==> src/shared/bcs_pkg.sv <==
// constants, register map and state encoding for the battery charge sequencer
`default_nettype none
package bcs_pkg;
  localparam int CLK_KHZ = 40000;
  // qualification windows, figures in their own units
  localparam int DEAD_QUAL_US = 256;
  localparam int DEAD_QUAL_CYC = (DEAD_QUAL_US * CLK_KHZ + 999) / 1000;
  localparam int QUAL_MS = 16;
  localparam int QUAL_CYC = QUAL_MS * CLK_KHZ;
  localparam int TERM_QUAL_MS = 750;
  localparam int TERM_QUAL_CYC = TERM_QUAL_MS * CLK_KHZ;
  localparam int BLINK_HZ = 1;
  localparam int BLINK_HALF_CYC = (CLK_KHZ * 1000) / (2 * BLINK_HZ);
  localparam int SEC_CYC = CLK_KHZ * 1000;
  localparam int STRT_UNIT_MS = 100;
  localparam int STRT_UNIT_CYC = STRT_UNIT_MS * CLK_KHZ;
  // safety timer limits in seconds
  localparam int LOWBAT_LIMIT_H = 2;
  localparam int LOWBAT_LIMIT_S = LOWBAT_LIMIT_H * 3600;
  localparam int FAST_STEP_MIN = 30;
  localparam int FAST_STEP_S = FAST_STEP_MIN * 60;
  localparam int TMR_W = 16;
  // register offsets
  localparam logic [7:0] ADDR_SHORT_CFG = 8'h0b;
  localparam logic [7:0] ADDR_STRT_CFG = 8'h0d;
  localparam logic [7:0] ADDR_AUX_REGULATOR_LO = 8'h11;
  localparam logic [7:0] ADDR_AUX_REGULATOR_HI = 8'h12;
  localparam logic [7:0] ADDR_IFAST = 8'h18;
  localparam logic [7:0] ADDR_PRE_END = 8'h19;
  localparam logic [7:0] ADDR_FTMR = 8'h1b;
  localparam logic [7:0] ADDR_STATUS = 8'h20;
  // field positions
  localparam int SHORT_LVL_LSB = 0;
  localparam int SHORT_CUR_LSB = 4;
  localparam int STRT_LSB = 0;
  localparam int AUX_REGULATOR_HI_LSB = 0;
  localparam int IFAST_LSB = 0;
  localparam int END_LSB = 0;
  localparam int PRE_LSB = 4;
  localparam int FTMR_LSB = 0;
  // reset values
  localparam logic [7:0] RST_SHORT_CFG = 8'h11;
  localparam logic [7:0] RST_STRT_CFG = 8'h01;
  localparam logic [7:0] RST_AUX_REGULATOR_LO = 8'h00;
  localparam logic [7:0] RST_AUX_REGULATOR_HI = 8'h04;
  localparam logic [7:0] RST_IFAST = 8'h64;
  localparam logic [7:0] RST_PRE_END = 8'h52;
  localparam logic [7:0] RST_FTMR = 8'h07;
  // current source selection
  localparam logic [2:0] MODE_OFF = 3'h0;
  localparam logic [2:0] MODE_DEAD = 3'h1;
  localparam logic [2:0] MODE_SHORT = 3'h2;
  localparam logic [2:0] MODE_PRE = 3'h3;
  localparam logic [2:0] MODE_FAST = 3'h4;
  typedef enum logic [10:0] {
    ST_RESET = 11'h001,
    ST_DEAD = 11'h002,
    ST_SHORT = 11'h004,
    ST_SHORT_HOLD = 11'h008,
    ST_PRE = 11'h010,
    ST_PRE_HOLD = 11'h020,
    ST_FAST = 11'h040,
    ST_FAST_HOLD = 11'h080,
    ST_FULL = 11'h100,
    ST_END = 11'h200,
    ST_FAULT = 11'h400
  } bcs_state_e;
endpackage
`default_nettype wire

==> src/core/bcs_qual.sv <==
// continuous-hold qualifier: done once cond has held for CYC cycles
`default_nettype none
module bcs_qual #(
  parameter int CYC = 16
) (
  input wire logic clk,
  input wire logic rst_n,
  input wire logic cond,
  output logic done
);
  logic [31:0] cnt;

  if (CYC < 1) begin : g_bad_cyc
    $error("bcs_qual: CYC must be at least 1");
  end

  // any lapse restarts the window
  always_ff @(posedge clk) begin
    if (!rst_n || !cond) begin // RL25
      cnt <= 32'h0;
    end else if (!done) begin
      cnt <= cnt + 32'h1;
    end
  end

  assign done = cond && (cnt >= 32'(CYC - 1));
endmodule // bcs_qual
`default_nettype wire

==> src/core/bcs_safety_timer.sv <==
// pausable seconds timer with clear and limit compare
`default_nettype none
module bcs_safety_timer #(
  parameter int SEC_CYC = bcs_pkg::SEC_CYC,
  parameter int LIM_W = bcs_pkg::TMR_W
) (
  input wire logic clk,
  input wire logic rst_n,
  input wire logic clear,
  input wire logic run,
  input wire logic [LIM_W-1:0] limit_s,
  output logic expired
);
  logic [31:0] pre;
  logic [LIM_W-1:0] secs;
  logic sec_tick;

  if (SEC_CYC < 1 || LIM_W < 1) begin : g_bad_par
    $error("bcs_safety_timer: bad parameter");
  end

  assign sec_tick = run && (pre == 32'(SEC_CYC - 1));

  // prescaler pauses with the count, so a hold loses no partial second
  always_ff @(posedge clk) begin
    if (!rst_n || clear) begin
      pre <= 32'h0;
    end else if (sec_tick) begin
      pre <= 32'h0;
    end else if (run) begin
      pre <= pre + 32'h1;
    end
  end

  always_ff @(posedge clk) begin
    if (!rst_n || clear) begin
      secs <= '0;
    end else if (sec_tick && secs != '1) begin
      secs <= secs + 1'b1;
    end
  end

  assign expired = secs >= limit_s;
endmodule // bcs_safety_timer
`default_nettype wire

==> src/core/bcs_sequencer.sv <==
// battery charge sequencer: state machine, safety timers, status pin, registers
// What this block does
// RL1: start in reset, wait selected startup delay
// RL2: reset state clears both safety timers
// RL3: status pin low in early charge states
// RL4: startup delay expiry always enters dead battery
// RL5: dead battery sources 10mA, exits after 256us
// RL6: low-battery timer runs in dead battery
// RL7: short battery charges at programmable current
// RL8: short to precondition after 16ms above level
// RL9: low-battery timer cumulative, two hour limit
// RL10: timeouts, overvoltage, undervoltage, regulator fault go fault; checked only in short, precondition and fast
// RL11: short battery has its own temperature hold
// RL12: precondition has its own temperature hold
// RL13: disabling temperature sense releases any hold
// RL14: low-battery timer pauses in temperature holds; in the fast hold it is held cleared
// RL15: status pin blinks 1Hz in temperature holds
// RL16: precharge current 5 to 20 percent
// RL17: precondition to fast after 16ms above low
// RL18: fast charge constant current then constant voltage
// RL19: low current 750ms leaves fast charge
// RL20: regulation voltage eleven bits over two registers
// RL21: fast current percent and end current fields
// RL22: fast entry clears low-battery, starts fast timer
// RL23: end enable picks end state, else full
// RL24: fast returns to precondition below low 16ms
// RL25: qualification windows need continuous condition
`default_nettype none
module bcs_sequencer #(
  parameter int DEAD_QUAL_CYC = bcs_pkg::DEAD_QUAL_CYC,
  parameter int QUAL_CYC = bcs_pkg::QUAL_CYC,
  parameter int TERM_QUAL_CYC = bcs_pkg::TERM_QUAL_CYC,
  parameter int BLINK_HALF_CYC = bcs_pkg::BLINK_HALF_CYC,
  parameter int SEC_CYC = bcs_pkg::SEC_CYC,
  parameter int STRT_UNIT_CYC = bcs_pkg::STRT_UNIT_CYC
) (
  input wire logic clk,
  input wire logic rst_n,
  // mode and analog comparator inputs
  input wire logic charge_enable,
  input wire logic vin_ok,
  input wire logic vbat_above_3v,
  input wire logic vbat_above_short,
  input wire logic vbat_above_low,
  input wire logic vbat_at_reg,
  input wire logic fast_charge_current_below_end,
  input wire logic temp_out_of_range,
  input wire logic temp_sense_enable,
  input wire logic end_enable,
  input wire logic vbat_ov,
  input wire logic vin_ov,
  input wire logic vin_uv,
  input wire logic aux_regulator_fault,
  input wire logic regulator_fault_mask,
  // register port from the serial slave
  input wire logic reg_wr_en,
  input wire logic reg_rd_en,
  input wire logic [7:0] reg_addr,
  input wire logic [7:0] reg_wr_data,
  output logic [7:0] reg_rd_data,
  // charge status open-drain pin
  input wire logic charge_status_n_i,
  output logic charge_status_n_o,
  output logic charge_status_n_oe_n,
  // regulation controls
  output logic switching_en,
  output logic [2:0] charge_mode,
  output logic cv_mode,
  output logic [10:0] charge_state,
  output logic [3:0] short_battery_level,
  output logic [2:0] short_battery_current,
  output logic [3:0] precharge_current,
  output logic [3:0] end_of_charge_current,
  output logic [6:0] fast_current_percent,
  output logic [10:0] regulation_voltage_code
);
  bcs_pkg::bcs_state_e state, next_state;
  logic [7:0] short_battery_config, startup_delay_config, charge_voltage_low;
  logic [7:0] charge_voltage_high, fast_current_scale, precharge_and_end_current;
  logic [7:0] safety_timer_config;
  logic [1:0] startup_delay_select;
  logic [4:0] fast_timer_limit;
  logic [31:0] strt_cnt, strt_limit, blink_cnt;
  logic strt_done, blink_level, temp_hold_req, temp_clear, fault_any, in_hold, drive_low;
  logic dead_ok, short_ok, pre_ok, fast_low, end_ok;
  logic lowbat_clear, lowbat_run, lowbat_expired, fast_clear, fast_run, fast_expired;
  logic [bcs_pkg::TMR_W-1:0] fast_limit_s;
  logic [3:0] state_index;

  if (DEAD_QUAL_CYC < 1 || QUAL_CYC < 1 || TERM_QUAL_CYC < 1 || BLINK_HALF_CYC < 1 ||
      SEC_CYC < 1 || STRT_UNIT_CYC < 1) begin : g_bad_par
    $error("bcs_sequencer: timing parameters must be at least 1");
  end

  // register fields
  assign startup_delay_select = startup_delay_config[bcs_pkg::STRT_LSB +: 2];
  assign fast_timer_limit = safety_timer_config[bcs_pkg::FTMR_LSB +: 5];

  always_comb begin
    short_battery_level = short_battery_config[bcs_pkg::SHORT_LVL_LSB +: 4];
    short_battery_current = short_battery_config[bcs_pkg::SHORT_CUR_LSB +: 3]; // RL7
    precharge_current = precharge_and_end_current[bcs_pkg::PRE_LSB +: 4]; // RL16
    end_of_charge_current = precharge_and_end_current[bcs_pkg::END_LSB +: 4]; // RL21
    fast_current_percent = fast_current_scale[bcs_pkg::IFAST_LSB +: 7]; // RL21
    regulation_voltage_code = {charge_voltage_high[bcs_pkg::AUX_REGULATOR_HI_LSB +: 3],
                               charge_voltage_low}; // RL20
  end

  // register writes; unmapped offsets are ignored
  always_ff @(posedge clk) begin
    if (!rst_n) begin
      short_battery_config <= bcs_pkg::RST_SHORT_CFG;
      startup_delay_config <= bcs_pkg::RST_STRT_CFG;
      charge_voltage_low <= bcs_pkg::RST_AUX_REGULATOR_LO;
      charge_voltage_high <= bcs_pkg::RST_AUX_REGULATOR_HI;
      fast_current_scale <= bcs_pkg::RST_IFAST;
      precharge_and_end_current <= bcs_pkg::RST_PRE_END;
      safety_timer_config <= bcs_pkg::RST_FTMR;
    end else if (reg_wr_en) begin
      case (reg_addr)
        bcs_pkg::ADDR_SHORT_CFG: short_battery_config <= reg_wr_data;
        bcs_pkg::ADDR_STRT_CFG: startup_delay_config <= reg_wr_data;
        bcs_pkg::ADDR_AUX_REGULATOR_LO: charge_voltage_low <= reg_wr_data;
        bcs_pkg::ADDR_AUX_REGULATOR_HI: charge_voltage_high <= reg_wr_data;
        bcs_pkg::ADDR_IFAST: fast_current_scale <= reg_wr_data;
        bcs_pkg::ADDR_PRE_END: precharge_and_end_current <= reg_wr_data;
        bcs_pkg::ADDR_FTMR: safety_timer_config <= reg_wr_data;
        default: ;
      endcase
    end
  end

  // an illegal one-hot code reads back as f
  always_comb begin
    state_index = 4'hf;
    for (int k = 0; k < $bits(state); k++) begin
      if (state == 11'(1 << k)) state_index = 4'(k);
    end
  end

  // read data is registered one cycle after the strobe
  always_ff @(posedge clk) begin
    if (!rst_n) begin
      reg_rd_data <= 8'h00;
    end else if (reg_rd_en) begin
      case (reg_addr)
        bcs_pkg::ADDR_SHORT_CFG: reg_rd_data <= short_battery_config;
        bcs_pkg::ADDR_STRT_CFG: reg_rd_data <= startup_delay_config;
        bcs_pkg::ADDR_AUX_REGULATOR_LO: reg_rd_data <= charge_voltage_low;
        bcs_pkg::ADDR_AUX_REGULATOR_HI: reg_rd_data <= charge_voltage_high;
        bcs_pkg::ADDR_IFAST: reg_rd_data <= fast_current_scale;
        bcs_pkg::ADDR_PRE_END: reg_rd_data <= precharge_and_end_current;
        bcs_pkg::ADDR_FTMR: reg_rd_data <= safety_timer_config;
        bcs_pkg::ADDR_STATUS: reg_rd_data <= {fast_expired, lowbat_expired, 1'b0,
                                              cv_mode, state_index};
        default: reg_rd_data <= 8'h00;
      endcase
    end
  end

  // startup delay: (select+1) units, counted only while input is valid
  assign strt_limit = 32'((int'(startup_delay_select) + 1) * STRT_UNIT_CYC);
  assign strt_done = vin_ok && (strt_cnt >= strt_limit - 32'h1);

  always_ff @(posedge clk) begin
    if (!rst_n || state != bcs_pkg::ST_RESET || !vin_ok) begin // RL1
      strt_cnt <= 32'h0;
    end else if (!strt_done) begin
      strt_cnt <= strt_cnt + 32'h1;
    end
  end

  // qualifiers; each restarts on state change because cond includes the state
  bcs_qual #(.CYC(DEAD_QUAL_CYC)) u_dead_qual (
    .clk(clk),
    .rst_n(rst_n),
    .cond(state == bcs_pkg::ST_DEAD && vbat_above_3v), // RL5
    .done(dead_ok)
  );
  bcs_qual #(.CYC(QUAL_CYC)) u_short_qual (
    .clk(clk),
    .rst_n(rst_n),
    .cond(state == bcs_pkg::ST_SHORT && vbat_above_short), // RL8
    .done(short_ok)
  );
  bcs_qual #(.CYC(QUAL_CYC)) u_pre_qual (
    .clk(clk),
    .rst_n(rst_n),
    .cond(state == bcs_pkg::ST_PRE && vbat_above_low), // RL17
    .done(pre_ok)
  );
  bcs_qual #(.CYC(QUAL_CYC)) u_fast_low_qual (
    .clk(clk),
    .rst_n(rst_n),
    .cond(state == bcs_pkg::ST_FAST && !vbat_above_low), // RL24
    .done(fast_low)
  );
  bcs_qual #(.CYC(TERM_QUAL_CYC)) u_end_qual (
    .clk(clk),
    .rst_n(rst_n),
    .cond(state == bcs_pkg::ST_FAST && fast_charge_current_below_end), // RL19
    .done(end_ok)
  );

  // safety timers
  always_comb begin
    lowbat_clear = 1'b0;
    lowbat_run = 1'b0;
    fast_clear = 1'b0;
    fast_run = 1'b0;
    case (state)
      bcs_pkg::ST_RESET: begin
        lowbat_clear = 1'b1; // RL2
        fast_clear = 1'b1; // RL2
      end
      bcs_pkg::ST_DEAD: begin
        lowbat_run = 1'b1; // RL6
        fast_clear = 1'b1;
      end
      bcs_pkg::ST_SHORT, bcs_pkg::ST_PRE: begin
        lowbat_run = 1'b1; // RL9
        fast_clear = 1'b1;
      end
      bcs_pkg::ST_SHORT_HOLD, bcs_pkg::ST_PRE_HOLD: begin
        fast_clear = 1'b1; // RL14
      end
      bcs_pkg::ST_FAST: begin
        lowbat_clear = 1'b1; // RL22
        fast_run = 1'b1; // RL22
      end
      bcs_pkg::ST_FAST_HOLD: lowbat_clear = 1'b1;
      bcs_pkg::ST_FULL, bcs_pkg::ST_END: begin
        lowbat_clear = 1'b1;
        fast_clear = 1'b1;
      end
      bcs_pkg::ST_FAULT: ;
      default: begin
        lowbat_clear = 1'b1;
        fast_clear = 1'b1;
      end
    endcase
  end

  bcs_safety_timer #(.SEC_CYC(SEC_CYC), .LIM_W(bcs_pkg::TMR_W)) u_lowbat_timer (
    .clk(clk),
    .rst_n(rst_n),
    .clear(lowbat_clear),
    .run(lowbat_run),
    .limit_s(bcs_pkg::TMR_W'(bcs_pkg::LOWBAT_LIMIT_S)), // RL9
    .expired(lowbat_expired)
  );
  // code n gives (n+1) half hours, 30 minutes to 16 hours
  assign fast_limit_s = bcs_pkg::TMR_W'((int'(fast_timer_limit) + 1) * bcs_pkg::FAST_STEP_S);
  bcs_safety_timer #(.SEC_CYC(SEC_CYC), .LIM_W(bcs_pkg::TMR_W)) u_fast_timer (
    .clk(clk),
    .rst_n(rst_n),
    .clear(fast_clear),
    .run(fast_run),
    .limit_s(fast_limit_s), // RL22
    .expired(fast_expired)
  );

  // hold requests only count while the sense input is enabled
  assign temp_hold_req = temp_out_of_range && temp_sense_enable;
  assign temp_clear = !temp_out_of_range || !temp_sense_enable; // RL13
  assign fault_any = lowbat_expired || fast_expired || vbat_ov || vin_ov || vin_uv ||
                     (aux_regulator_fault && !regulator_fault_mask); // RL10

  // priority: fault, then temperature, then progress
  always_comb begin
    next_state = state;
    case (state)
      bcs_pkg::ST_RESET: if (strt_done) next_state = bcs_pkg::ST_DEAD; // RL4
      bcs_pkg::ST_DEAD: if (dead_ok) next_state = bcs_pkg::ST_SHORT; // RL7
      bcs_pkg::ST_SHORT: begin
        if (fault_any) next_state = bcs_pkg::ST_FAULT; // RL10
        else if (temp_hold_req) next_state = bcs_pkg::ST_SHORT_HOLD; // RL11
        else if (short_ok) next_state = bcs_pkg::ST_PRE; // RL8
      end
      bcs_pkg::ST_SHORT_HOLD: if (temp_clear) next_state = bcs_pkg::ST_SHORT; // RL11
      bcs_pkg::ST_PRE: begin
        if (fault_any) next_state = bcs_pkg::ST_FAULT; // RL10
        else if (temp_hold_req) next_state = bcs_pkg::ST_PRE_HOLD; // RL12
        else if (pre_ok) next_state = bcs_pkg::ST_FAST; // RL17
      end
      bcs_pkg::ST_PRE_HOLD: if (temp_clear) next_state = bcs_pkg::ST_PRE; // RL12
      bcs_pkg::ST_FAST: begin
        if (fault_any) next_state = bcs_pkg::ST_FAULT; // RL10
        else if (temp_hold_req) next_state = bcs_pkg::ST_FAST_HOLD;
        else if (fast_low) next_state = bcs_pkg::ST_PRE; // RL24
        else if (end_ok) begin
          next_state = end_enable ? bcs_pkg::ST_END : bcs_pkg::ST_FULL; // RL23
        end
      end
      bcs_pkg::ST_FAST_HOLD: if (temp_clear) next_state = bcs_pkg::ST_FAST;
      bcs_pkg::ST_FULL, bcs_pkg::ST_END, bcs_pkg::ST_FAULT: ;
      default: next_state = bcs_pkg::ST_RESET;
    endcase
  end

  // leaving charge mode restarts the whole cycle and clears a fault
  always_ff @(posedge clk) begin
    if (!rst_n || !charge_enable) begin
      state <= bcs_pkg::ST_RESET; // RL1
    end else begin
      state <= next_state;
    end
  end
  assign charge_state = state;
  // regulation controls follow the state being entered
  always_ff @(posedge clk) begin
    if (!rst_n || !charge_enable) begin
      charge_mode <= bcs_pkg::MODE_OFF;
      switching_en <= 1'b0;
      cv_mode <= 1'b0;
    end else begin
      case (next_state)
        bcs_pkg::ST_DEAD: charge_mode <= bcs_pkg::MODE_DEAD; // RL5
        bcs_pkg::ST_SHORT: charge_mode <= bcs_pkg::MODE_SHORT; // RL7
        bcs_pkg::ST_PRE: charge_mode <= bcs_pkg::MODE_PRE; // RL16
        bcs_pkg::ST_FAST, bcs_pkg::ST_FULL: charge_mode <= bcs_pkg::MODE_FAST;
        default: charge_mode <= bcs_pkg::MODE_OFF;
      endcase
      // holds, end and fault stop all switching
      switching_en <= next_state inside {bcs_pkg::ST_SHORT, bcs_pkg::ST_PRE,
        bcs_pkg::ST_FAST, bcs_pkg::ST_FULL}; // RL11
      cv_mode <= next_state inside {bcs_pkg::ST_FAST, bcs_pkg::ST_FULL} && vbat_at_reg; // RL18
    end
  end

  // blink at 1Hz in the hold states
  assign in_hold = state inside {bcs_pkg::ST_SHORT_HOLD, bcs_pkg::ST_PRE_HOLD,
    bcs_pkg::ST_FAST_HOLD};

  always_ff @(posedge clk) begin
    if (!rst_n || !in_hold) begin
      blink_cnt <= 32'h0;
      blink_level <= 1'b0;
    end else if (blink_cnt == 32'(BLINK_HALF_CYC - 1)) begin
      blink_cnt <= 32'h0;
      blink_level <= !blink_level; // RL15
    end else begin
      blink_cnt <= blink_cnt + 32'h1;
    end
  end

  assign drive_low = state inside {bcs_pkg::ST_RESET, bcs_pkg::ST_DEAD, bcs_pkg::ST_SHORT,
    bcs_pkg::ST_PRE, bcs_pkg::ST_FAST};

  // pin only ever pulls low; release lets the pull-up show done or fault
  always_ff @(posedge clk) begin
    if (!rst_n) begin
      charge_status_n_o <= 1'b0;
      charge_status_n_oe_n <= 1'b1;
    end else begin
      charge_status_n_o <= 1'b0;
      if (in_hold) begin
        charge_status_n_oe_n <= blink_level; // RL15
      end else begin
        charge_status_n_oe_n <= !drive_low; // RL3
      end
    end
  end
endmodule // bcs_sequencer
`default_nettype wire

==> config.mk <==
export PLATFORM = sky130hd
export DESIGN_NAME = bcs_sequencer
export DESIGN_NICKNAME = d
export VERILOG_FILES = /design/src/shared/bcs_pkg.sv /design/src/core/bcs_qual.sv /design/src/core/bcs_safety_timer.sv /design/src/core/bcs_sequencer.sv
export SDC_FILE = /design/constraint.sdc
export NUM_CORES = 1
export LEC_CHECK = 0
export ABC_AREA = 1
export BUFFER_PORTS_ARGS = -buffer_cell sky130_fd_sc_hd__buf_4
export CAP_MARGIN = 10
export CORE_AREA = 2 2 220 222
export CTS_CLUSTER_DIAMETER = 200
export DETAILED_ROUTE_END_ITERATION = 10
export DIE_AREA = 0 0 222 224
export HOLD_SLACK_MARGIN = 0.1
export MAX_ROUTING_LAYER = met4
export SETUP_SLACK_MARGIN = 0.4
export SYNTH_ARGS = -nofsm -noshare
export SYNTH_HDL_FRONTEND = slang
export SYNTH_SLANG_ARGS = --single-unit
==> constraint.sdc <==
create_clock -name clk -period 9.13 [get_ports clk]
set_input_delay 1.826 -clock clk [delete_from_list [all_inputs] [get_ports clk]]
set_output_delay 1.826 -clock clk [all_outputs]
set_load 0.05 [all_outputs]
* Yosys cells after proc, flatten, opt, wreduce, memory -nomap -nowiden
Cells that the tools add are included.
** Word-level totals
- Word-level logic and storage cells :: 183
- Register bits :: 402
- Output and inout port bits :: 59
- Bits of input ports :: 36
** Operators by class
- Multiply operators :: 2
- Add/subtract/negate cells :: 14
- Magnitude comparators :: 8
- Reduce and logical (&&, ||, !) cells :: 69
- Muxes and demuxes :: 35
- Equal/unequal tests :: 30
** Operators by type and width (number)
- adder 32 x 1 -> 32 bit (second input constant) :: 9
- 2-to-1 mux 11 bit :: 15
- case mux 11 bit (9 select lines) :: 1
- greater-or-equal comparator 32 x 20 -> 1 bit (second input constant) :: 3
- equality test 32 x 26 -> 1 bit (second input constant) :: 2
- case mux 8 bit (8 select lines) :: 1
- 2-to-1 mux 4 bit :: 11
- equality test 8 x 5 -> 1 bit (second input constant) :: 5
- adder 16 x 1 -> 16 bit (second input constant) :: 2
- equality test 32 x 25 -> 1 bit (second input constant) :: 1
- greater-or-equal comparator 32 x 14 -> 1 bit (second input constant) :: 1
- greater-or-equal comparator 32 x 25 -> 1 bit (second input constant) :: 1
- greater-or-equal comparator 32 bit :: 1
- != test 16 bit (second input constant) :: 2
- subtractor 25 x 1 -> 26 bit (second input constant) :: 1
- equality test 11 x 2 -> 1 bit (second input constant) :: 2
- equality test 11 x 3 -> 1 bit (second input constant) :: 2
- equality test 11 x 5 -> 1 bit (second input constant) :: 2
- equality test 11 x 7 -> 1 bit (second input constant) :: 2
- equality test 11 x 9 -> 1 bit (second input constant) :: 2
- logical AND 1 bit :: 18
- logical OR 1 bit :: 17
- multiplier 3 x 14 -> 17 bit (second input constant) :: 1
- equality test 8 x 4 -> 1 bit (second input constant) :: 2
- other kinds (25) :: 54

* Longest topological paths before layout
Gate-level depths: netlist of the first run.
- Depth in word-level cells :: 13
- Gate-level depth with buffers :: 28
- Gate-level depth less buffers :: 28

* Hierarchy
From an unflattened synthesis of the first run, not the netlist that was laid out.
** Unflattened totals
- Cells, all modules :: 3880
- Area, all modules :: 25444.4 um^2
** Modules (own cells, without submodules)
- bcs_sequencer :: area each 8615.8 um^2, cells an instance 1228, times used 1, seq. area each 2922.8 um^2
- bcs_safety_timer :: area each 3394.5 um^2, cells an instance 529, times used 2, seq. area each 960.9 um^2
- bcs_qual at u_fast_low_qual ... :: area each 1993.2 um^2, cells an instance 314, times used 3, seq. area each 640.6 um^2
- bcs_qual at u_end_qual :: area each 2268.4 um^2, cells an instance 381, times used 1, seq. area each 640.6 um^2
- bcs_qual at u_dead_qual :: area each 1791.7 um^2, cells an instance 271, times used 1, seq. area each 640.6 um^2

* Worst setup path before layout of the first run
No wires, ideal clock.
- Kind :: register -> register
- Start :: register safety_timer_config[0]
- End :: register cv_mode
- Path slack :: 4.567 ns
- Buffers on the path :: 0
- Cell stages (with the launch flop) :: 28
- Period minus slack after synthesis :: 4.563 ns
- Data arrival time :: 4.483 ns
- Setup time :: 0.080 ns
- Required time :: 9.050 ns
- Cell sequence :: dfxtp_1 ha_1 nand3_1 xor2_1 inv_1 ha_1 ha_1 fa_1 ha_1 nand2_1 nand3_1 nand2_1 nand2_1 a21oi_1 xor2_1 ha_1 nand2_1 inv_1 nand3_1 inv_1 a21oi_1 a21boi_1 nand2_1 nor2_1 o2111ai_1 nand2_1 nor2_1 nor3b_1
** Between the ends
- Longest elaborated chain between the ends :: 13
- Elaborated cells between the ends (all ways) :: 16
- Classes of those cells :: 1 x add/sub; 1 x mul; 1 x order compare; 2 x eq/ne; 4 x mux; 7 x reduce/logical
** Ends and longest elaborated chain
- start, declared :: line bcs_sequencer.sv:80 : logic [7:0] safety_timer_config;
- start signal, assigned :: line bcs_sequencer.sv:118 : safety_timer_config <= bcs_pkg::RST_FTMR;
- start signal, assigned :: line bcs_sequencer.sv:127 : bcs_pkg::ADDR_FTMR: safety_timer_config <= reg_wr_data;
- adder 5 x 1 -> 6 bit (*) :: line bcs_sequencer.sv:253 : assign fast_limit_s = bcs_pkg::TMR_W'((int'(fast_timer_limit) + 1) * bcs_pkg::FAST_STEP_S);
- multiplier 6 x 8 -> 13 bit (*) :: line bcs_sequencer.sv:253
- greater-or-equal comparator 16 bit (*) :: line bcs_safety_timer.sv:43 : assign expired = secs >= limit_s;
- logical OR 1 bit (*) (5 in a row) :: line bcs_sequencer.sv:266 : assign fault_any = lowbat_expired || fast_expired || vbat_ov || vin_ov || vin_uv ||
- 2-to-1 mux 11 bit, on equally long branches :: line bcs_sequencer.sv:288, bcs_sequencer.sv:276, bcs_sequencer.sv:282
- case mux 11 bit (9 select lines) (*) :: line bcs_sequencer.sv:272 : case (state)
- equality test 11 x 7 -> 1 bit / equality test 11 x 9 -> 1 bit (equally long branches) :: line bcs_sequencer.sv:327 : cv_mode <= next_state inside {bcs_pkg::ST_FAST, bcs_pkg::ST_FULL} && vbat_at_reg;
- nonzero test 2 bit (*) :: line bcs_sequencer.sv:327
- logical AND 1 bit (*) :: line bcs_sequencer.sv:327
- end signal, assigned :: line bcs_sequencer.sv:327
- end, declared :: line bcs_sequencer.sv:68 : output logic cv_mode,
Mark *: on every way between the ends. The rest lies on a longest branch, timed or not.
A chain may end at the register's enable or synchronous reset.

* Final worst setup path of the first run
Same ends and word-level chain as after synthesis.

==> impl_metrics.ini, run 1 <==
[run_status]
outcome = finished, final reports clean

[power_and_ir_drop]
power.switching_w = 0.000798
irDropWorstVdd_uv = 166
p_seq_share_pct = 45.9
p_sw_share_pct = 20.8
finalPower_w = 0.00383
powerDensity_nw_per_um2 = 159
leakage_nw = 9.08
p_int_w = 0.00303
pwr-share-comb_pct = 1.5
clkPwrFrac_pct = 52.6

[worst_setup_path]
cp_num_buf_inv = 3
path_common_cell = nand2_1
slowest_stage = fa_1
r2r_slack_ns = 3.68
reg2reg_to = cv_mode
reg2reg_depth = 27
timing.rr.start = safety_timer_config[0]
cpPeakStageDelay_ns = 0.48
cp-end-kind = flop
startpoint_type = flop
worstPathMaxFanout = 5
worst_ep_arrival_time_ns = 5.95
cp.required_ns = 9.63
cpLargestDelayFamily = adder cells
crit_type = reg -> reg

[flow_run]
drv_cap = 0

[sta]
finalSetupViolCount = 0
fin_crit_sh_pct = 59.7
period_minus_slack_ns = 5.45
rsz0062_at_grt = false
finalClockSkew_ns = 0.0221
relSlewSlack_pct = 35.4
fin_ws_ns = 3.68
timing.fmax_mhz = 183
drv_slew = 0
hold_viol = 0
fin_tns_setup_ns = 0
worstMarginPinSlew_ns = 0.968

[clock_network]
cts_setup_buffers = 0
numClockSinks = 402
root_buffer = clkbuf_16
cts_hold_buf = 0
h-tree-depth = 2
cts.repair.resized = 0
clkLatencyLatePin_ns = 0.58
tritoncts = built
cts_buffers = 46
path_clk_slew_ns = 0.06
clockBufferDepth = 3

[floorplan]
row_count = 80
fp.dieArea_um2 = 49700
fp.coreArea_um2 = 47300
pin_count = 95
die_h_um = 224
initial_core_util_pct = 44.6
die_w_um = 222

[detailed_routing]
drt-pass1-iter-count = 5
wl_per_cell_um = 14.0
drc = 0
antenna_left = 0
vias = 19300
routed_wirelength_mm = 52.3
drtIter0Drc = 1204
vias_per_cell = 5.18

[synthesis]
netlist_instances = 2992
synth-simple-area-share_pct = 30.1
netlist_area_um2 = 21100
yosys.area.top_type = dfxtp_1
ys_warn_count = 0
synth_top_area_share_pct = 38.1
synth_xor_area_share_pct = 1.45
synth_area_per_cell_um2 = 7.06
synth-seq-area-share_pct = 38.1
synthAdderAreaFrac_pct = 4.90
synth_edf_count = 0
synth_cell_types = 71
synth-compound-area-share_pct = 15.2
synth_top_family_by_area = simple AND/OR/NAND/NOR gates
synthTopCellsByArea = dfxtp_1 38%, nand2_1 9.0%, inv_1 8.5%
synth_ff_type = dfxtp_1
ys_async_sr_fraction_pct = 0
synth_mux_area_share_pct = 0
ys_ff_latch = 402

[grt]
groute.usage.overall_pct = 21.6
antenna_found_initial = 0
grt_max_degree = 49
grt_pass1_wl_mm = 87.8
grt-ovfl-total = 0
grt_pass1_vias = 18200

[placed_design]
globalplace.congestion = 0.960
dp_slack_ns = 3.65
port_buffers = 92
placed_area_um2 = 22300
dp_hpwl_mm = 39.0

[layout]
diodes = 0
nets = 3202
synthToLayoutAreaGrowth_pct = 13.7
design_area_um2 = 24000
fillCellCount = 4645
drive_gt1_share_pct = 10.2

[min_path]
hp-start = blink_cnt[25]
hp-class = reg -> reg
min_to = blink_cnt[25]
worstHoldPathCells = 1
==> cells in the final DEF (no fill, tap or decap), types with 6 or more instances in the layout <==
master,netlist,routed
nand3_2,7,7
o22ai_1,10,10
dfxtp_1,402,402
nand3_1,132,132
xnor2_1,12,12
nor2_1,311,311
nor3b_1,8,8
nor3_2,7,8
o21ai_1,17,17
inv_2,16,16
nor2_4,10,10
a31oi_1,8,8
conb_1,2,11
o211a_1,8,8
o21ai_0,150,150
nand4_1,100,100
and3_1,6,6
clkbuf_16,0,49
xor2_1,23,23
or2_2,19,19
nand4_2,10,10
nor4_1,48,48
o31ai_1,7,7
nor3_1,102,101
o211ai_1,8,8
a211oi_1,6,6
bufinv_16,0,6
nand2_2,14,14
nor2_2,36,36
buf_4,18,94
inv_1,480,480
clkbuf_8,0,14
ha_1,78,78
clkbuf_1,34,7
a21oi_1,300,300
nand2_1,504,504
o21a_1,22,22
a221oi_1,7,7
clkinv_2,1,8
==> synthesized netlist by cell type (all sizes together), types with 8 or more instances <==
cell	number
nand2	521
inv	496
dfxtp	402
nor2	358
a21oi	302
o21ai	167
nand3	140
nand4	112
nor3	110
ha	78
nor4	53
clkbuf	34
buf	24
xor2	23
o21a	22
or2	22
xnor2	12
o22ai	10
a31oi	9
a221oi	8
nor3b	8
o211a	8
o211ai	8
==> final cells by class <==
cell class | instances | area, um^2 | share of cell area (%)
clock inverters | 15 | 230 | 0.958
flip-flops and latches | 402 | 8050 | 33.5
clock buffers | 70 | 1450 | 6.02
well taps | 615 | 769 | 3.20
inverters | 499 | 1870 | 7.80
repair buffers | 94 | 706 | 2.94
multi-input cells | 2042 | 10900 | 45.6
==> worst register-to-register path, delay by kind of cell (launching register included) <==
family	cells	cell delay [ns]
compound gates	4	0.91
xor+xnor	2	0.51
fa+ha+maj	6	1.91
buf+inv	3	0.17
flops	1	0.42
simple gates	12	1.44
==> how the worst max path moves through the flow <==
| stage | startpoint | endpoint | slack [ns] | cells after the start |
|---|---|---|---|---|
| finish | safety_timer_config[0] | cv_mode | 3.68 | 27 |
| global route | safety_timer_config[0] | cv_mode | 3.19 | 27 |
| CTS | safety_timer_config[0] | cv_mode | 3.61 | 27 |
| detailed placement | safety_timer_config[0] | cv_mode | 3.65 | 27 |
| global placement | safety_timer_config[0] | cv_mode | 3.67 | 27 |
| floorplan | safety_timer_config[0] | cv_mode | 4.57 | 27 |
==> layer usage <==
layer | vias to the layer above | routed length, um | global-route usage, %
met2 | 315 | 23600 | 34.7
met1 | 8860 | 25300 | 28.3
met3 | 85 | 2220 | 3.46
li1 | 10100 | - | -
met5 | - | 0 | -
met4 | 0 | 1180 | 5.47
==> power groups by stage <==
stage | Combinational, W | Sequential (W) | Clock [W]
after floorplan | 0.0000280 | 0.00180 | 0
after global placement | 0.0000571 | 0.00180 | 0
after detailed placement | 0.0000576 | 0.00180 | 0
after CTS | 0.0000577 | 0.00176 | 0.00206
after global routing | 0.0000639 | 0.00176 | 0.00214
final | 0.0000580 | 0.00176 | 0.00202
==> registers in the layout, summed over array words and instances, names as in the netlist, 3 cells and up <==
| name | count |
|---|---|
| blink_cnt | 32 |
| strt_cnt | 32 |
| u_dead_qual.cnt | 32 |
| u_end_qual.cnt | 32 |
| u_fast_low_qual.cnt | 32 |
| u_fast_timer.pre | 32 |
| u_lowbat_timer.pre | 32 |
| u_pre_qual.cnt | 32 |
| u_short_qual.cnt | 32 |
| u_fast_timer.secs | 16 |
| u_lowbat_timer.secs | 16 |
| charge_state | 11 |
| charge_voltage_high | 8 |
| charge_voltage_low | 8 |
| fast_current_scale | 8 |
| precharge_and_end_current | 8 |
| reg_rd_data | 8 |
| safety_timer_config | 8 |
| short_battery_config | 8 |
| startup_delay_config | 8 |
| charge_mode | 3 |
==> cells by family after synthesis <==
group / after synthesis
simple gates: 1340
xor+xnor: 35
flops: 402
other cells: 2
buf+inv: 557
compound gates: 575
fa+ha+maj: 81
==> through the flow <==
stage / hold WS (ns) / utilization, % / std cells
6_report: 0.452 / 50.7 / 3737
5_1_grt: 0.467 / 50.7 / 3737
4_1_cts: 0.454 / 50.7 / 3737
3_3_place_gp: 0.424 / 47.2 / 3652
2_1_floorplan: 0.413 / - / 3001
3_5_place_dp: 0.444 / 47.2 / 3652
Note: power is estimated with default switching activity, not from simulation.
==> run 2: changes to the inputs <==
==> constraint.sdc (replaced) <==
create_clock -name clk -period 4.45 [get_ports clk]
set_input_delay 0.89 -clock clk [delete_from_list [all_inputs] [get_ports clk]]
set_output_delay 0.89 -clock clk [all_outputs]
set_load 0.05 [all_outputs]
==> impl_metrics.ini, run 2 (synthesis gave the netlist of run 1 again) <==
[power_and_ir_drop]
irDropWorstVdd_uv = 271
pwr-share-comb_pct = 1.7
powerDensity_nw_per_um2 = 311
p_seq_share_pct = 47.0
power.switching_w = 0.00161
p_int_w = 0.00605
leakage_nw = 9.30
p_sw_share_pct = 21.1
clkPwrFrac_pct = 51.2

[detailed_routing]
antenna_left = 0
drt-pass1-iter-count = 5
routed_wirelength_mm = 53.5
drtIter0Drc = 1054
vias = 19600
drc = 0
vias_per_cell = 5.18
wl_per_cell_um = 14.2

[sta]
rsz0062_at_grt = true
period_minus_slack_ns = 4.41
fin_crit_sh_pct = 99.1
relSlewSlack_pct = 37.8
drv_slew = 0
timing.fmax_mhz = 227
finalClockSkew_ns = 0.0202
worstMarginPinSlew_ns = 0.926
hold_viol = 0
finalSetupViolCount = 0
holdWs_ns = 0.440

[clock_network]
root_buffer = clkbuf_16
clockBufferDepth = 3
numClockSinks = 402
clkLatencyLatePin_ns = 0.58
path_clk_slew_ns = 0.06
h-tree-depth = 2
cts_buffers = 46
tritoncts = built
cts_hold_buf = 0

[layout]
fillCellCount = 4640
nets = 3248
layout_commonest_cell = nand2_1
synthToLayoutAreaGrowth_pct = 16.5
mostFrequentLayoutCells = 500 x nand2_1, 474 x inv_1, 397 x dfxtp_1, 306 x nor2_1, 296 x a21oi_1
drive_gt1_share_pct = 12.8
fin_cells = 3780

[grt]
antenna_found_initial = 1
grt_pass1_wl_mm = 87.9
grt_max_degree = 48
grt-ovfl-total = 0
grt_pass1_vias = 18300
groute.usage.overall_pct = 21.7

[floorplan]
initial_core_util_pct = 44.6
die_h_um = 224
row_count = 80
pin_count = 95
fp.coreArea_um2 = 47300
fp.dieArea_um2 = 49700
die_w_um = 222

[placed_design]
port_buffers = 92
placed_cells = 3687
globalplace.congestion = 0.876
dp_hpwl_mm = 40.1

[worst_setup_path]
reg2reg_depth = 23
worstPathMaxFanout = 4
startpoint_type = flop
cp.required_ns = 4.92
reg2reg_to = charge_state[5]
crit_type = reg -> reg
worst_ep_arrival_time_ns = 4.88
r2r_slack_ns = 0.04
timing.rr.start = safety_timer_config[1]
cp-end-kind = flop

[min_path]
hp-start = blink_cnt[0]
hp-class = reg -> reg
worstHoldPathCells = 1
min_to = blink_cnt[0]

[flow_run]
drv_cap = 0

[run_status]
outcome = finished, final reports clean
-- run 2: metrics by stage --
| stage | setup TNS (ns) | utilization [%] | setup WS (ns) | area, um^2 | power (W) |
|---|---|---|---|---|---|
| 6_report | 0 | 52.0 | 0.0402 | 24600 | 0.00766 |
| 5_1_grt | -0.679 | 52.0 | -0.159 | 24600 | 0.00792 |
| 4_1_cts | 0 | 51.5 | 0.0143 | 24400 | 0.00778 |
| 3_5_place_dp | -0.783 | 47.9 | -0.188 | 22700 | 0.00381 |
| 3_3_place_gp | -0.0535 | 47.9 | -0.0357 | 22700 | 0.00380 |
| 2_1_floorplan | 0 | - | 0.288 | 21200 | 0.00374 |
-- run 2: final cells by class --
class	count	area [um^2]	area share, %
Clock buffer	66	1320	5.35
Antenna cell	1	2.50	0.0102
Inverter	499	1870	7.62
Timing Repair Buffer	140	1070	4.36
Sequential cell	402	8060	32.8
Clock inverter	15	244	0.991
Tap cell	615	769	3.13
Multi-Input combinational cell	2042	11300	45.8
-- run 2: how the worst max path moves through the flow --
stage	startpoint	end	depth (start not counted)
global placement	safety_timer_config[1]	charge_state[5]	25
global route	safety_timer_config[1]	charge_state[5]	26
floorplan	safety_timer_config[0]	cv_mode	27
detailed placement	safety_timer_config[1]	charge_state[5]	25
CTS	safety_timer_config[0]	charge_state[5]	26
finish	safety_timer_config[1]	charge_state[5]	23
-- run 2: repair_timing --
action                     in CTS  in global routing
cloned                          0                  0
setup buffers                   6                  5
pin swaps                      20                 30
setup endpoints to repair      15                 31
resized for setup              23                 37
-- run 2: critical path: stages, from the launching register on --
cell and delay [ns]:
dfxtp_4 0.37, ha_4 0.15, nand3_4 0.08, xor2_4 0.21, inv_2 0.07, ha_4 0.27
ha_4 0.19, fa_2 0.55, ha_4 0.21, nand2_2 0.05, nand3_2 0.06, buf_4 0.14
buf_4 0.13, xor2_1 0.14, ha_1 0.34, a21oi_1 0.15, o21ai_1 0.09, a21oi_2 0.11
a21boi_4 0.23, nand2_4 0.10, buf_6 0.18, nor3_4 0.17, o21ai_1 0.09, a311oi_1 0.21
-- run 2: routing by layer --
| metal | vias up | wire [um] | track usage [%] |
|---|---|---|---|
| li1 | 10200 | - | - |
| met1 | 9007 | 24900 | 27.2 |
| met2 | 285 | 24800 | 35.7 |
| met3 | 74 | 2630 | 3.97 |
| met4 | 0 | 1220 | 6.43 |
| met5 | - | 0 | - |
-- run 2: power groups by stage --
stage | clock network [W] | logic [W] | registers (W)
global route | 0.00417 | 0.000143 | 0.00360
floorplan | 0 | 0.0000589 | 0.00369
detailed placement | 0 | 0.000123 | 0.00368
CTS | 0.00405 | 0.000127 | 0.00360
global placement | 0 | 0.000121 | 0.00368
finish | 0.00393 | 0.000132 | 0.00360
==> run 3: changes to the inputs <==
--- a/config.mk
+++ b/config.mk
@@ -5,16 +5,16 @@
 export SDC_FILE = /design/constraint.sdc
 export NUM_CORES = 1
 export LEC_CHECK = 0
-export ABC_AREA = 1
 export BUFFER_PORTS_ARGS = -buffer_cell sky130_fd_sc_hd__buf_4
 export CAP_MARGIN = 10
-export CORE_AREA = 2 2 220 222
+export CORE_AREA = 2 2 214 216
 export CTS_CLUSTER_DIAMETER = 200
 export DETAILED_ROUTE_END_ITERATION = 10
-export DIE_AREA = 0 0 222 224
+export DIE_AREA = 0 0 216 218
 export HOLD_SLACK_MARGIN = 0.1
 export MAX_ROUTING_LAYER = met4
 export SETUP_SLACK_MARGIN = 0.4
 export SYNTH_ARGS = -nofsm -noshare
 export SYNTH_HDL_FRONTEND = slang
 export SYNTH_SLANG_ARGS = --single-unit
+export TNS_END_PERCENT = 30
==> impl_metrics.ini, run 3 <==
[worst_setup_path]
critPathCapture = cv_mode
cp_num_buf_inv = 0
cpLargestDelayFamily = adder cells
startpoint_type = flop
worst_ep_arrival_time_ns = 5.10
startpoint = safety_timer_config[0]
path_common_cell = ha_4
cp-end-kind = flop
crit_type = reg -> reg
reg2reg_to = cv_mode
worstPathMaxFanout = 5
crit_cells = 20
r2r_slack_ns = -0.17
reg2reg_depth = 20
cpPeakStageDelay_ns = 0.46
cp_cell_sequence = ha_4 > nand3_4 > xnor2_4 > ha_4 > ha_4 > fa_1 > ha_4 > a21oi_2 > o21bai_1 > a21oi_2 > xnor2_1 > ha_1 > nand2_2 > nor2_1 > a221o_1 > a2111o_1 > o311ai_4 > nor4b_4 > o21a_1 > and2_4
slowest_stage = fa_1
timing.rr.start = safety_timer_config[0]
cp.required_ns = 4.93

[synthesis]
synthTopCellsByArea = dfxtp_1 40%, nor2_1 6.4%, xor2_1 6.3%
synth_area_per_cell_um2 = 8.41
yosys.area.top_type = dfxtp_1
synth_cell_types = 91
ys_warn_count = 0
synth_edf_count = 0
synth.most_common_cell = dfxtp_1
ys_async_sr_fraction_pct = 0
synth_top_area_share_pct = 40.3
synth-seq-area-share_pct = 40.3
yosys-top-cells-count = 402 x dfxtp_1, 339 x nor2_1, 226 x nand2_1, 169 x nand3_1, 143 x xor2_1
ys_ff_latch = 402
netlist_instances = 2375
synth_ff_type = dfxtp_1
netlist_area_um2 = 20000

[layout]
fin_cells = 3119
mostFrequentLayoutCells = 397 x dfxtp_1, 339 x nor2_1, 222 x nand2_1, 165 x nand3_1, 145 x buf_4
synthToLayoutAreaGrowth_pct = 16.7
nets = 2598
layout_commonest_cell = dfxtp_1
design_area_um2 = 23300
drive_gt1_share_pct = 12.7

[grt]
grt_pass1_wl_mm = 79.7
grt-ovfl-total = 0
grt_pass1_vias = 16100
grt_max_degree = 65
antenna_found_initial = 2
groute.usage.overall_pct = 20.8

[clock_network]
path_clk_slew_ns = 0.06
tritoncts = built
clockBufferDepth = 3
cts_buffers = 46
root_buffer = clkbuf_16
h-tree-depth = 2
clkLatencyLatePin_ns = 0.58
numClockSinks = 402

[power_and_ir_drop]
powerDensity_nw_per_um2 = 323
irDropWorstVdd_uv = 296
leakage_nw = 8.20

[flow_run]
drv_cap = 0

[run_status]
outcome = complete, but fails checks
violations = setup timing

[sta]
relSlewSlack_pct = 21.9
timing.fmax_mhz = 216
rsz0062_at_grt = true
period_minus_slack_ns = 4.62
finalClockSkew_ns = 0.0314
finalSetupViolCount = 8
fin_ws_ns = -0.170
worstMarginPinSlew_ns = 1.16
holdWs_ns = 0.461
drv_slew = 0
hold_viol = 0
fin_crit_sh_pct = 104

[placed_design]
placed_cells = 3029
port_buffers = 92
dp_hpwl_mm = 34.1
globalplace.congestion = 0.857
placed_area_um2 = 21500

[floorplan]
fp.coreArea_um2 = 44900
die_w_um = 216
initial_core_util_pct = 44.5
die_h_um = 218
fp.dieArea_um2 = 47100
pin_count = 95
row_count = 78

[detailed_routing]
antenna_left = 0
routed_wirelength_mm = 47.9
drtIter0Drc = 962
vias_per_cell = 5.38
drt-pass1-iter-count = 5
vias = 16800
drc = 0
wl_per_cell_um = 15.4

[min_path]
hp-class = reg -> reg
## run 3: metrics by stage
| stage | utilization, % | power, W | setup slack [ns] | TNS [ns] |
|---|---|---|---|---|
| 2_1_floorplan | - | 0.00374 | -0.0391 | -0.0391 |
| 3_3_place_gp | 47.9 | 0.00380 | -0.272 | -1.51 |
| 3_5_place_dp | 47.9 | 0.00380 | -0.278 | -1.56 |
| 4_1_cts | 51.8 | 0.00764 | -0.132 | -0.432 |
| 5_1_grt | 51.9 | 0.00779 | -0.370 | -2.96 |
| 6_report | 51.9 | 0.00754 | -0.170 | -1.02 |
## run 3: how the worst min path moves through the flow
stage / from / to / cells past startpoint
6_report: u_fast_low_qual.cnt[31] / u_fast_low_qual.cnt[31] / 1
5_1_grt: blink_cnt[0] / blink_cnt[0] / 1
4_1_cts: blink_cnt[0] / blink_cnt[0] / 1
3_5_place_dp: u_fast_low_qual.cnt[30] / u_fast_low_qual.cnt[30] / 1
3_3_place_gp: blink_cnt[0] / blink_cnt[0] / 1
2_1_floorplan: blink_cnt[0] / blink_cnt[0] / 1
## run 3: power breakdown
part           leakage (nW)  switching (W)  internal (W)
Combinational          4.21      0.0000782     0.0000479
Clock                 0.754        0.00152       0.00229
Sequential             3.24     0.00000202       0.00360
## run 3: cells by family (layout without fill, tap and decap cells)
| kind of cell | count (synthesis) | count (layout) | synth area share (%) |
|---|---|---|---|
| and+or+nand+nor | 1166 | 1166 | 29.5 |
| DFF | 402 | 402 | 40.3 |
| AOI/OAI and AO/OA | 313 | 313 | 10.4 |
| xor gates and xnor gates | 236 | 236 | 10.3 |
| buffers and inverters | 161 | 294 | 3.51 |
| adders and majority gates | 81 | 81 | 5.19 |
| muxes | 14 | 14 | 0.714 |
| other | 2 | 13 | 0.0376 |
## run 3: timing repair
item | 4_1_cts | 5_1_grt
hold buffers | 0 | 0
pin swaps | 26 | 7
endpoints found under the setup margin | 24 | 31
setup buffers | 3 | 1
resized for setup | 33 | 12
## run 3: routing by layer
layer / up-vias / GRT usage [%] / share of wire, %
li1: 8498 / - / -
met1: 7922 / 25.2 / 45
met2: 252 / 34.2 / 47
met3: 113 / 4.09 / 4.9
met4: 0 / 8.29 / 3.4
met5: - / - / 0
## run 3: final cells by class
cell class	count	area [um^2]
fillers	4263	21600
multi-input cells	1821	11600
flip-flops and latches	402	8060
clock buffers	64	1310
repair buffers	148	1120
well taps	600	751
inverters	62	233
clock inverters	20	213
diodes	2	5.00
